File: src/inc/tpcg_consts.svh
`ifndef TPCG_CONSTS_SVH
`define TPCG_CONSTS_SVH

// ********************************************************
// Clock and timing
// ********************************************************
`define TPCG_CLK_PERIOD_NS   25
`define TPCG_SYNC_STAGES     2
`define TPCG_DEADBAND_MAX    128
`define TPCG_DB_W            8

// ********************************************************
// Operating mode codes
// ********************************************************
`define TPCG_MODE_PWM_SINGLE 4'h3
`define TPCG_MODE_CAPTURE    4'h4
`define TPCG_MODE_COMPARE    4'h5
`define TPCG_MODE_GATED      4'h6
`define TPCG_MODE_CAP_CMP    4'h7
`define TPCG_MODE_PWM_DUAL   4'h8
`define TPCG_MODE_CAP_RST    4'h9

// ********************************************************
// Interrupt source select codes
// ********************************************************
`define TPCG_ICFG_EVT_ONLY   2'h2
`define TPCG_ICFG_RLD_ONLY   2'h3

// ********************************************************
// Reset and restart values
// ********************************************************
`define TPCG_COUNT_RESTART   16'h0001
`define TPCG_COUNT_RESET     16'h0001
`define TPCG_RELOAD_RESET    16'hFFFF
`define TPCG_MATCH_RESET     16'h0000
`define TPCG_COUNT_MAX       16'hFFFF

`endif

File: src/inc/tpcg_pkg.sv
`include "tpcg_consts.svh"

package tpcg_pkg;

	// ********************************************************
	// Operating modes
	// ********************************************************
	typedef enum logic [3:0] {
		TPCG_PWM_SINGLE = `TPCG_MODE_PWM_SINGLE,
		TPCG_CAPTURE    = `TPCG_MODE_CAPTURE,
		TPCG_COMPARE    = `TPCG_MODE_COMPARE,
		TPCG_GATED      = `TPCG_MODE_GATED,
		TPCG_CAP_CMP    = `TPCG_MODE_CAP_CMP,
		TPCG_PWM_DUAL   = `TPCG_MODE_PWM_DUAL,
		TPCG_CAP_RST    = `TPCG_MODE_CAP_RST
	} tpcg_mode_type;

	// ********************************************************
	// Run state
	// ********************************************************
	typedef enum logic [2:0] {
		TPCG_ST_OFF  = 3'b001,
		TPCG_ST_WAIT = 3'b010,
		TPCG_ST_RUN  = 3'b100
	} tpcg_state_type;

endpackage

File: src/inc/tpcg_pwm_if.sv
`timescale 1ns/1ps

interface tpcg_pwm_if;
	logic       level;
	logic       dual;
	logic [2:0] delay_sel;

	modport src (output level, output dual, output delay_sel);
	modport drv (input level, input dual, input delay_sel);
endinterface

File: src/tpcg_deadband.sv
`timescale 1ns/1ps

module tpcg_deadband (
	input  wire logic              clk,
	input  wire logic              reset,
	tpcg_pwm_if.drv                pwm,
	output logic                   timer_output,
	output logic                   timer_output_complement
);

	logic [`TPCG_DB_W-1:0] wait_q;
	logic                  last_q;
	logic [`TPCG_DB_W-1:0] delay_cycles;

	// ********************************************************
	// Deadband length, zero or a power of two up to 128
	// ********************************************************
	always_comb begin
		if (pwm.delay_sel == 3'h0) begin
			delay_cycles = 8'h00;
		end else begin
			delay_cycles = 8'h01 << pwm.delay_sel;
		end
	end

	always_ff @(posedge clk or posedge reset) begin
		if (reset) begin
			last_q <= 1'b0;
		end else begin
			last_q <= pwm.level;
		end
	end

	// ********************************************************
	// Output pair
	// ********************************************************
	always_ff @(posedge clk or posedge reset) begin
		if (reset) begin
			wait_q                  <= 8'h00;
			timer_output            <= 1'b0;
			timer_output_complement <= 1'b0;
		end else if (!pwm.dual) begin
			wait_q                  <= 8'h00;
			timer_output            <= pwm.level;
			timer_output_complement <= 1'b0;
		end else if (pwm.level != last_q && delay_cycles != 8'h00) begin
			wait_q                  <= delay_cycles; // [RQ5]
			timer_output            <= 1'b0;
			timer_output_complement <= 1'b0;
		end else if (wait_q > 8'h01) begin
			wait_q <= wait_q - 8'h01;
		end else begin
			wait_q                  <= 8'h00;
			timer_output            <= last_q;
			timer_output_complement <= ~last_q; // [RQ4]
		end
	end

endmodule // tpcg_deadband

File: src/tpcg_timer.sv
`timescale 1ns/1ps

// Overview of operation
// [RQ1] PWM toggles output when count equals match
// [RQ2] PWM reload interrupts, restarts count at 0001h
// [RQ3] PWM output starts polarity, inverts at match
// [RQ4] Dual mode drives complement of PWM output
// [RQ5] Deadband delays each inactive-to-active edge
// [RQ6] Software keeps reload above match value
// [RQ7] Starting count affects first pass only
// [RQ8] Polarity one gives high ratio match/reload
// [RQ9] Capture copies count into match storage
// [RQ10] Capture modes select capture/reload interrupt sources
// [RQ11] Cause flag: set capture, clear reload
// [RQ12] Input synchronised, two to three cycles
// [RQ13] Capture modes toggle output at reload
// [RQ14] Plain capture wraps, never restarts count
// [RQ15] Capture restart: first event restarts count
// [RQ16] Capture/compare starts at first input edge
// [RQ17] Compare interrupts and toggles, no restart
// [RQ18] Compare mode wraps FFFFh to 0000h
// [RQ19] Gated counts only while input active
// [RQ20] Gated interrupts on deassert, reload, both
// [RQ21] Gated reload restarts count, toggles output
// [RQ22] Software enables last after configuring
// [RQ23] Four-bit operating mode code
// [RQ24] Non-capture interrupt select decode
// [RQ25] Count advances on each prescaler tick

module tpcg_timer (
	input  wire logic        clk,
	input  wire logic        reset,
	input  wire logic        timer_enable,
	input  wire logic [3:0]  operating_mode_code,
	input  wire logic        polarity_select_bit,
	input  wire logic [1:0]  interrupt_source_select,
	input  wire logic [2:0]  deadband_delay_field,
	input  wire logic [2:0]  prescale_select,
	input  wire logic        output_function_enable,
	input  wire logic        count_write,
	input  wire logic [15:0] count_write_value,
	input  wire logic        match_write,
	input  wire logic [15:0] match_write_value,
	input  wire logic [15:0] reload_value,
	input  wire logic        timer_input,
	output logic [15:0]      count_value_q,
	output logic [15:0]      match_value_q,
	output logic             capture_cause_flag,
	output logic             timer_irq_q,
	output logic             timer_output,
	output logic             timer_output_complement
);

	tpcg_pwm_if pwm_link ();

	tpcg_pkg::tpcg_mode_type  mode;
	tpcg_pkg::tpcg_state_type state_q;
	tpcg_pkg::tpcg_state_type state_d;

	logic        in_s1_q;
	logic        in_s2_q;
	logic        in_s3_q;
	logic [6:0]  presc_q;
	logic [6:0]  presc_limit;
	logic        tick;
	logic        is_pwm;
	logic        is_capture;
	logic        restarts;
	logic        in_active;
	logic        edge_sel;
	logic        deassert;
	logic        capture_evt;
	logic        at_reload;
	logic        reload_evt;
	logic        event_irq;
	logic        reload_irq;
	logic        level_q;
	logic        flag_q;
	logic [15:0] count_next;

	assign mode = tpcg_pkg::tpcg_mode_type'(operating_mode_code); // [RQ23]

	// ********************************************************
	// Mode classes
	// ********************************************************
	always_comb begin
		is_pwm     = 1'b0;
		is_capture = 1'b0;
		restarts   = 1'b0;
		unique case (mode)
			tpcg_pkg::TPCG_PWM_SINGLE,
			tpcg_pkg::TPCG_PWM_DUAL: begin
				is_pwm   = 1'b1;
				restarts = 1'b1;
			end
			tpcg_pkg::TPCG_CAPTURE: begin
				is_capture = 1'b1;
			end
			tpcg_pkg::TPCG_CAP_RST,
			tpcg_pkg::TPCG_CAP_CMP: begin
				is_capture = 1'b1;
				restarts   = 1'b1;
			end
			tpcg_pkg::TPCG_GATED: begin
				restarts = 1'b1;
			end
			tpcg_pkg::TPCG_COMPARE: begin
				restarts = 1'b0;
			end
			default: begin
				restarts = 1'b0;
			end
		endcase
	end

	// ********************************************************
	// Input synchroniser
	// ********************************************************
	always_ff @(posedge clk or posedge reset) begin
		if (reset) begin
			in_s1_q <= 1'b0;
			in_s2_q <= 1'b0;
			in_s3_q <= 1'b0;
		end else begin
			in_s1_q <= timer_input;
			in_s2_q <= in_s1_q; // [RQ12]
			in_s3_q <= in_s2_q;
		end
	end

	assign in_active = (in_s2_q == polarity_select_bit); // [RQ19]
	assign edge_sel  = (in_s2_q != in_s3_q) && in_active; // [RQ9]
	assign deassert  = (in_s3_q == polarity_select_bit) && !in_active;

	// ********************************************************
	// Prescaler
	// ********************************************************
	assign presc_limit = 7'((8'h01 << prescale_select) - 8'h01);

	always_ff @(posedge clk or posedge reset) begin
		if (reset) begin
			presc_q <= 7'h00;
		end else if (state_q != tpcg_pkg::TPCG_ST_RUN || tick) begin
			presc_q <= 7'h00;
		end else if (mode != tpcg_pkg::TPCG_GATED || in_active) begin
			presc_q <= presc_q + 7'h01;
		end
	end

	always_comb begin
		tick = 1'b0;
		if (state_q == tpcg_pkg::TPCG_ST_RUN && presc_q == presc_limit) begin
			tick = (mode != tpcg_pkg::TPCG_GATED) || in_active; // [RQ25]
		end
	end

	// ********************************************************
	// Run state
	// ********************************************************
	always_comb begin
		state_d = state_q;
		unique case (state_q)
			tpcg_pkg::TPCG_ST_OFF: begin
				if (timer_enable) begin
					if (mode == tpcg_pkg::TPCG_CAP_CMP) begin
						state_d = tpcg_pkg::TPCG_ST_WAIT;
					end else begin
						state_d = tpcg_pkg::TPCG_ST_RUN;
					end
				end
			end
			tpcg_pkg::TPCG_ST_WAIT: begin
				if (!timer_enable) begin
					state_d = tpcg_pkg::TPCG_ST_OFF;
				end else if (edge_sel) begin
					state_d = tpcg_pkg::TPCG_ST_RUN; // [RQ16]
				end
			end
			tpcg_pkg::TPCG_ST_RUN: begin
				if (!timer_enable) begin
					state_d = tpcg_pkg::TPCG_ST_OFF;
				end
			end
			default: begin
				state_d = tpcg_pkg::TPCG_ST_OFF;
			end
		endcase
	end

	always_ff @(posedge clk or posedge reset) begin
		if (reset) begin
			state_q <= tpcg_pkg::TPCG_ST_OFF;
		end else begin
			state_q <= state_d;
		end
	end

	// ********************************************************
	// Events
	// ********************************************************
	assign capture_evt = is_capture && edge_sel && state_q == tpcg_pkg::TPCG_ST_RUN;
	assign at_reload   = (count_value_q == reload_value);
	assign reload_evt  = tick && at_reload;
	assign count_next  = count_value_q + 16'h0001;

	// ********************************************************
	// Interrupt source selection
	// ********************************************************
	always_comb begin
		event_irq  = 1'b0;
		reload_irq = 1'b0;
		if (is_capture || mode == tpcg_pkg::TPCG_GATED) begin
			if (interrupt_source_select != `TPCG_ICFG_RLD_ONLY) begin
				event_irq = is_capture ? capture_evt
					: (deassert && state_q == tpcg_pkg::TPCG_ST_RUN); // [RQ10] [RQ20]
			end
			if (interrupt_source_select != `TPCG_ICFG_EVT_ONLY) begin
				reload_irq = reload_evt;
			end
		end else if (interrupt_source_select != `TPCG_ICFG_EVT_ONLY) begin
			reload_irq = reload_evt; // [RQ24]
		end
	end

	always_ff @(posedge clk or posedge reset) begin
		if (reset) begin
			timer_irq_q <= 1'b0;
		end else begin
			timer_irq_q <= event_irq || reload_irq; // [RQ2] [RQ17]
		end
	end

	// ********************************************************
	// Cause flag
	// ********************************************************
	always_ff @(posedge clk or posedge reset) begin
		if (reset) begin
			flag_q <= 1'b0;
		end else if (is_capture && event_irq) begin
			flag_q <= 1'b1; // [RQ11]
		end else if (is_capture && reload_irq) begin
			flag_q <= 1'b0; // [RQ11]
		end
	end

	assign capture_cause_flag = flag_q;

	// ********************************************************
	// Counter
	// ********************************************************
	always_ff @(posedge clk or posedge reset) begin
		if (reset) begin
			count_value_q <= `TPCG_COUNT_RESET;
		end else if (count_write) begin
			count_value_q <= count_write_value; // [RQ7]
		end else if (capture_evt && restarts) begin
			count_value_q <= `TPCG_COUNT_RESTART; // [RQ15] [RQ16]
		end else if (reload_evt && restarts) begin
			count_value_q <= `TPCG_COUNT_RESTART; // [RQ2] [RQ7] [RQ21]
		end else if (tick) begin
			count_value_q <= count_next; // [RQ14] [RQ18]
		end
	end

	// ********************************************************
	// Match and capture storage
	// ********************************************************
	always_ff @(posedge clk or posedge reset) begin
		if (reset) begin
			match_value_q <= `TPCG_MATCH_RESET;
		end else if (capture_evt) begin
			match_value_q <= count_value_q; // [RQ9] [RQ14]
		end else if (match_write) begin
			match_value_q <= match_write_value;
		end
	end

	// ********************************************************
	// Output level
	// ********************************************************
	always_ff @(posedge clk or posedge reset) begin
		if (reset) begin
			level_q <= 1'b0;
		end else if (state_q == tpcg_pkg::TPCG_ST_OFF) begin
			level_q <= polarity_select_bit; // [RQ3] [RQ13]
		end else if (is_pwm) begin
			if (reload_evt) begin
				level_q <= polarity_select_bit; // [RQ3] [RQ8]
			end else if (tick && count_value_q == match_value_q) begin
				level_q <= ~polarity_select_bit; // [RQ1] [RQ8]
			end
		end else if (reload_evt && output_function_enable) begin
			level_q <= ~level_q; // [RQ13] [RQ17] [RQ21]
		end
	end

	// ********************************************************
	// Pin drivers
	// ********************************************************
	assign pwm_link.level     = level_q;
	assign pwm_link.dual      = (mode == tpcg_pkg::TPCG_PWM_DUAL); // [RQ4]
	assign pwm_link.delay_sel = deadband_delay_field;

	tpcg_deadband u_deadband (
		.clk                     (clk),
		.reset                   (reset),
		.pwm                     (pwm_link),
		.timer_output            (timer_output),
		.timer_output_complement (timer_output_complement)
	);

endmodule // tpcg_timer

File: config.mk
export PLATFORM = sky130hd
export DESIGN_NAME = tpcg_timer
export DESIGN_NICKNAME = d
export VERILOG_FILES = /design/src/inc/tpcg_pkg.sv /design/src/inc/tpcg_pwm_if.sv /design/src/tpcg_deadband.sv /design/src/tpcg_timer.sv
export VERILOG_INCLUDE_DIRS = /design/src /design/src/inc
export SDC_FILE = /design/constraint.sdc
export NUM_CORES = 1
export LEC_CHECK = 0
export BUFFER_PORTS_ARGS = -buffer_cell sky130_fd_sc_hd__buf_2
export CAP_MARGIN = 20
export CORE_ASPECT_RATIO = 0.9
export CORE_MARGIN = 1.5
export CORE_UTILIZATION = 50
export DETAILED_ROUTE_END_ITERATION = 8
export PLACE_DENSITY_LB_ADDON = 0.05
export SLEW_MARGIN = 40
export SYNTH_ARGS = -nofsm -noshare
export SYNTH_HDL_FRONTEND = slang
export SYNTH_SLANG_ARGS = --single-unit
export TNS_END_PERCENT = 100
File: constraint.sdc
create_clock -name clk -period 2.6 [get_ports clk]
set_input_delay 0.13 -clock clk [delete_from_list [all_inputs] [get_ports clk]]
set_output_delay 0.13 -clock clk [all_outputs]
set_load 0.02 [all_outputs]
==> metrics, run 1 <==
critical path required time=2.84 ns; I/O Pins=between 100 and 150; Register Area=1480 µm²; multi-input logic area=2200 µm²; TritonCTS clock tree=built; Post-synth EDFFs=0; fin crit share=91.6%; CP Capture Type=flip-flop; largest area contributor in the netlist=dfrtp_1; final hold violations=0; worst skew pair latency=around 0.34 ns; Rows=30; fillcell total=673; DP HPWL=7400 µm; initial antenna violation count=0; Final Critical Period=2.38 ns; Overall Global Routing Usage=between 20% and 30%; RSZ-0062 raised after global routing=no; Hold Slack=0.0125 ns; Iter 0 DRT Violations=166; Pleak=~2.2 nW; Die Span Y=86.2 µm; CP Max Fanout=17; Reg2Reg Setup Slack=0.22 ns; Max clock buf depth=2; Buffers on Ports=103; total number of H-tree levels=3; number of diodes=0; Arr. time, crit path=~2.6 ns; Initial Util=51.2%; number of routed nets with antenna violations=0; Die Footprint=8230 µm²; clk slew on worst S/H paths=roughly 0.07 ns; most frequent cells in the layout=buf_2, dfrtp_1, nand2_1; Crit-path slowest cell=or4_1; synthesis-stage register bit count=59; Slew Limit Fails=0; slowest cell delay on critical path=0.53 ns; first-pass GRT wire length=15400 µm; CTS root buffer=clkbuf_8; pin count of the biggest net entering global routing=34; Max Cap Viol=0; Vias=around 3500; syn nets=approximately 500; Power Dens Cells=532 nW/µm²; vias per cell=5.53; Slew headroom=50.1%; Synth Instances=430; clock skew=0.00837 ns; sequential share of the synthesized area=slightly below 40%; synth top area cells=dfrtp_1, xnor2_1, xor2_1; Max Clk Rate=420 MHz; Tightest Hold Check Type=in -> reg; mapped cell area=3840 µm²; chip width=95.4 µm; Final Power=roughly 2.5 mW; CP startpoint kind=flip-flop; final setup fails=0; Post-synth ARST share=100%; commonest non-fill, non-tap cell in the layout=buf_2; Num CTS Buffers=9; worst slew pin tran=0.742 ns; vias in the first global route=3198; Post-Route WL=about 9900 µm; Nets=approximately 610; Largest delay share family, worst path=simple AND/OR/NAND/NOR gates; IR drop worst, VDD=0.339 mV; crit path kind=reg -> reg; core area=7510 µm²; Avg WL per Cell=about 15 µm; CP Cell Sequence=or4_1, nor2_1, a21oi_1, nor4_4, buf_12, nand2b_1, nor2_2, a311oi_1; synth unique cells=between 50 and 60; Post-DP Area=4490 µm²; post-CTS setup buffers=0; post-layout instance area=approximately 4700 µm²; layout cell share with drive strength beyond 1=27.8%; CTS Sinks=59; cells resized by post-CTS repair=0; Worst Path Buf+Inv=1; Overflow after GRT=0; Hold Buf Count CTS=4; Final TNS setup=0 ns; Post-Syn Area per Cell=8.94 µm²; status=complete, no violations; Layout area overhead=22.6%; top cell type's share of synthesized area=37.1%; Detailed Routing Iterations Pass 1=4; GPL Wtd Cong=about 0.90; DRC viols=0; YS warnings=0; Top FF cell, synth=dfrtp_1
-- worst reg2reg max path: stages, from the launching register on --
cell      delay [ns]
dfrtp_1         0.44
or4_1           0.53
nor2_1          0.10
a21oi_1         0.07
nor4_4          0.33
buf_12          0.19
nand2b_1        0.37
nor2_2          0.05
a311oi_1        0.21
-- cell type report --
| cell class | instances | area share [%] |
|---|---|---|
| Timing Repair Buffer | 123 | 14.6 |
| Multi-Input combinational cell | 334 | 46.7 |
| Clock inverter | 2 | 0.212 |
| Inverter | 13 | 1.03 |
| Tap cell | 96 | 2.55 |
| Clock buffer | 13 | 3.58 |
| Sequential cell | 59 | 31.4 |
-- flip-flops by register name, indices dropped and copies added, names as in the netlist --
name and flops:
capture_cause_flag 1, count_value_q 16, level_q 1, u_deadband.wait_q 8
state_q 3, in_s1_q 1, u_deadband.timer_output 1, in_s2_q 1
presc_q 7, u_deadband.last_q 1, in_s3_q 1, match_value_q 16
u_deadband.timer_output_complement 1, timer_irq_q 1
-- cell families after synthesis --
family / count (synthesis) / share of synthesized area [%]
and+or+nand+nor: 152 / 22.1
AOI/OAI and AO/OA: 106 / 16.7
DFF: 59 / 38.5
xor gates and xnor gates: 54 / 12.3
buffers and inverters: 37 / 4.39
muxes: 18 / 4.72
adders and majority gates: 4 / 1.30
-- path summary, 6_finish.rpt --
path / start / endpoint / cells past startpoint
setup reg to reg: presc_q[0] / count_value_q[0] / 8
hold / removal: count_write_value[1] / count_value_q[1] / 2
min in group asynchronous: reset / match_value_q[14] / 3
max in group asynchronous: reset / count_value_q[0] / 4
setup / recovery: presc_q[0] / count_value_q[0] / 8
hold reg to reg: in_s1_q / in_s2_q / 0
-- power by group --
group	switching [mW]	total (mW)	internal, mW
Combinational	0.368	0.647	0.279
Sequential	0.0946	1.09	0.998
Clock	0.352	0.768	0.416
-- per-stage QoR --
step	utilization [%]	worst slack, ns	instances
finish	62.8	0.218	640
CTS	62.8	0.230	640
global placement	59.9	0.259	621
detailed placement	59.9	0.267	621
floorplan	-	0.346	430
global route	62.8	0.0275	640
-- routing by layer --
metal / GRT usage, % / wire, µm / up-vias
met5: 0 / 0 / -
li1: - / - / 1733
met3: 6.40 / 692 / 8
met1: 35.4 / 4650 / 1680
met4: 6.15 / 80 / 0
met2: 37.4 / 4490 / 119
-- Yosys cell counts, drive strengths merged, types with 2 or more instances --
cell and number:
a21o 2, a21oi 30, a22o 3, and2 4
and3 6, and3b 2, buf 7, clkbuf 17
dfrtp 57, dfstp 2, ha 4, inv 13
mux2i 17, nand2 47, nand2b 12, nand3 11
nand3b 3, nand4 12, nand4b 2, nor2 24
nor2b 5, nor3 4, nor3b 3, nor4 9
o211a 3, o211ai 3, o21a 4, o21ai 42
o22a 3, o22ai 4, o31ai 4, or2 2
or3b 2, xnor2 32, xor2 22
Note: power is estimated with default switching activity, not from simulation.
==> inputs of run 2 (changes only) <==
CORE_ASPECT_RATIO = default   (was 0.9)
SYNTH_HIERARCHICAL = 1   (was default)
==> run 2 against run 1 <==
  * Via count rose by 9.0%
  * Cell area is 6.1% higher
  * Die area grew 4.4%
  * Global-route usage grew 2.3 points
  * Sequential power about the same
  * Area after synthesis up 4.6%
  * Worst hold slack better by 0.046 ns
  * First-iteration DRC count decreased by 34%
  * Combinational power rose by 16%
  * Utilization rose by 1.6 points
  * Critical endpoint is now count_value_q[7]
  * Largest cell class unchanged
  * Largest power group unchanged
  * Highest routed layer unchanged
==> metrics, run 2 <==
status=complete, no violations; layout cell share with drive strength beyond 1=between 30% and 40%; Iter 0 DRT Violations=110; DP HPWL=8380 µm; crit path kind=reg -> reg; CP Capture Type=flip-flop; most frequent cells in the layout=buf_2, dfrtp_1, nand2_1; Tightest Hold Check Type=in -> reg; count leader, synth=dfrtp_1; slowest cell delay on critical path=0.52 ns; final hold violations=0; synth cell count leaders=dfrtp_1, nand2_1, a21oi_1; CTS root buffer=clkbuf_8; final setup fails=0; CP Max Fanout=14; GRT met2 Usage=45.6%; Post-synth EDFFs=0; clk slew on worst S/H paths=0.07 ns; IR drop worst, VDD=around 0.27 mV; Buffers on Ports=103; TritonCTS clock tree=built; critical path required time=about 2.8 ns; Post-synth ARST share=between 90% and 100%; Overflow after GRT=0; Num CTS Buffers=9; Slew Limit Fails=0; commonest non-fill, non-tap cell in the layout=buf_2; fin crit share=95.2%; RSZ-0062 raised after global routing=no; Slew headroom=67.8%; Die Span Y=92.7 µm; chip width=92.7 µm; top cell type's share of synthesized area=35.5%; synthesis-stage register bit count=59; Initial Util=51.8%; biggest regs=count_value_q: 16 flops, match_value_q: 16 flops, u_deadband/wait_q: 8 flops; YS warnings=6; DRC viols=0; Final Power=2.82 mW; CTS Sinks=59; Post-Syn Area per Cell=8.78 µm²; number of diodes=0; Synth Instances=458; Worst Path Buf+Inv=1; clock skew=about 0.016 ns; initial antenna violation count=0; worst slew pin tran=a little under 0.5 ns; vias per cell=5.66; Avg WL per Cell=16.3 µm; synth unique cells=63; mapped cell area=4020 µm²; Largest delay share family, worst path=simple AND/OR/NAND/NOR gates; Die Footprint=8590 µm²; syn nets=530; Vias=a little under 4000; met3 Use GR=5.50%; Final TNS setup=0 ns; Final Critical Period=~2.5 ns; CP Cell Sequence=nor3b_1, o311a_1, a21boi_0, or4b_4, a21oi_2, or2_1, buf_12, a221oi_1; Power Dens Cells=563 nW/µm²; Overall Global Routing Usage=roughly 27%; pin count of the biggest net entering global routing=35; first-pass GRT wire length=18000 µm; largest area contributor in the netlist=dfrtp_1; Arr. time, crit path=~2.7 ns; Nets=646; Layout area overhead=24.4%; Max Clk Rate=404 MHz; Top FF cell, synth=dfrtp_1; met1 usage=33.2%; number of routed nets with antenna violations=0; CP startpoint kind=flip-flop; busiest grt layer=met2; vias in the first global route=approximately 3700; core area=between 7000 and 8000 µm²; worst skew pair latency=0.34 ns; fillcell total=696; Detailed Routing Iterations Pass 1=4; I/O Pins=104; synth top area cells=dfrtp_1, xor2_1, mux2i_1; Max Cap Viol=0; GPL Wtd Cong=0.916; Pleak=2.40 nW; sequential share of the synthesized area=roughly 37%; Max clock buf depth=2; Rows=32; Crit-path slowest cell=or4b_4; Post-Route WL=11100 µm; total number of H-tree levels=3
## run 2: cell count changes after synthesis, moves of 7 or more
cell and delta:
xor2_1 +8, o21ai_0 -22, mux2i_1 +7, nor2_1 +20
a21oi_1 +17, xnor2_1 -19
## run 2: worst paths after layout
check                      slack [ns]  cells past startpoint                    to                     from
min                              0.06                      2  u_deadband/wait_q[6]  deadband_delay_field[0]
min reg2reg                      0.37                      0               in_s2_q                  in_s1_q
max in group asynchronous        1.49                      4      count_value_q[0]                    reset
max reg2reg                      0.13                      8      count_value_q[7]               state_q[1]
max                              0.13                      8      count_value_q[7]               state_q[1]
min in group asynchronous        0.30                      3      match_value_q[3]                    reset
## run 2: routing by layer
layer  routed length (µm)  part of all wire, %  vias to the layer above
met5                    0                    0                        -
met4                  387                  3.5                        0
met3                  552                  5.0                       29
met2                 5400                   49                      122
met1                 4760                   43                     1847
li1                     -                    -                     1859
## run 2: cells by family after synthesis
kind of cell             share of synthesized area, %
AND/OR/NAND/NOR                                  24.0
AO/OA/AOI/OAI                                    17.3
flip-flops                                       36.8
XOR/XNOR                                         9.77
buffers and inverters                            4.89
multiplexers                                     5.98
adder cells (fa/ha/maj)                          1.24
## run 2: stage by stage
step	util [%]	cell area [µm²]	std cells	hold WS, ns	worst slack, ns
finish	64.4	5000	681	0.0589	0.125
detailed placement	60.8	4720	661	0.117	0.0487
global placement	60.8	4720	661	0.116	0.159
global route	64.4	5000	681	0.0818	0.00985
CTS	64.1	4980	680	0.0350	0.00212
floorplan	-	4020	458	-0.0176	0.167
## run 2: report_power, final
group | internal (mW) | switching, mW
Combinational | 0.314 | 0.435
Sequential | 1.00 | 0.0886
Clock | 0.591 | 0.388
Total | 1.91 | 0.911
## run 2: cell type report
type | instances | area (µm²) | area share (%)
multi-input cells | 357 | 2360 | 47.2
flip-flops and latches | 59 | 1480 | 29.6
repair buffers | 131 | 746 | 14.9
clock buffers | 12 | 155 | 3.10
well taps | 102 | 128 | 2.55
clock inverters | 4 | 72.6 | 1.45
inverters | 16 | 60.1 | 1.20
## run 2: what timing repair did
action	4_1_cts	5_1_grt
endpoints found under the hold margin	27	0
buffers inserted	0	1
endpoints found under the setup margin	0	16
hold buffers	3	0
resized for setup	0	4
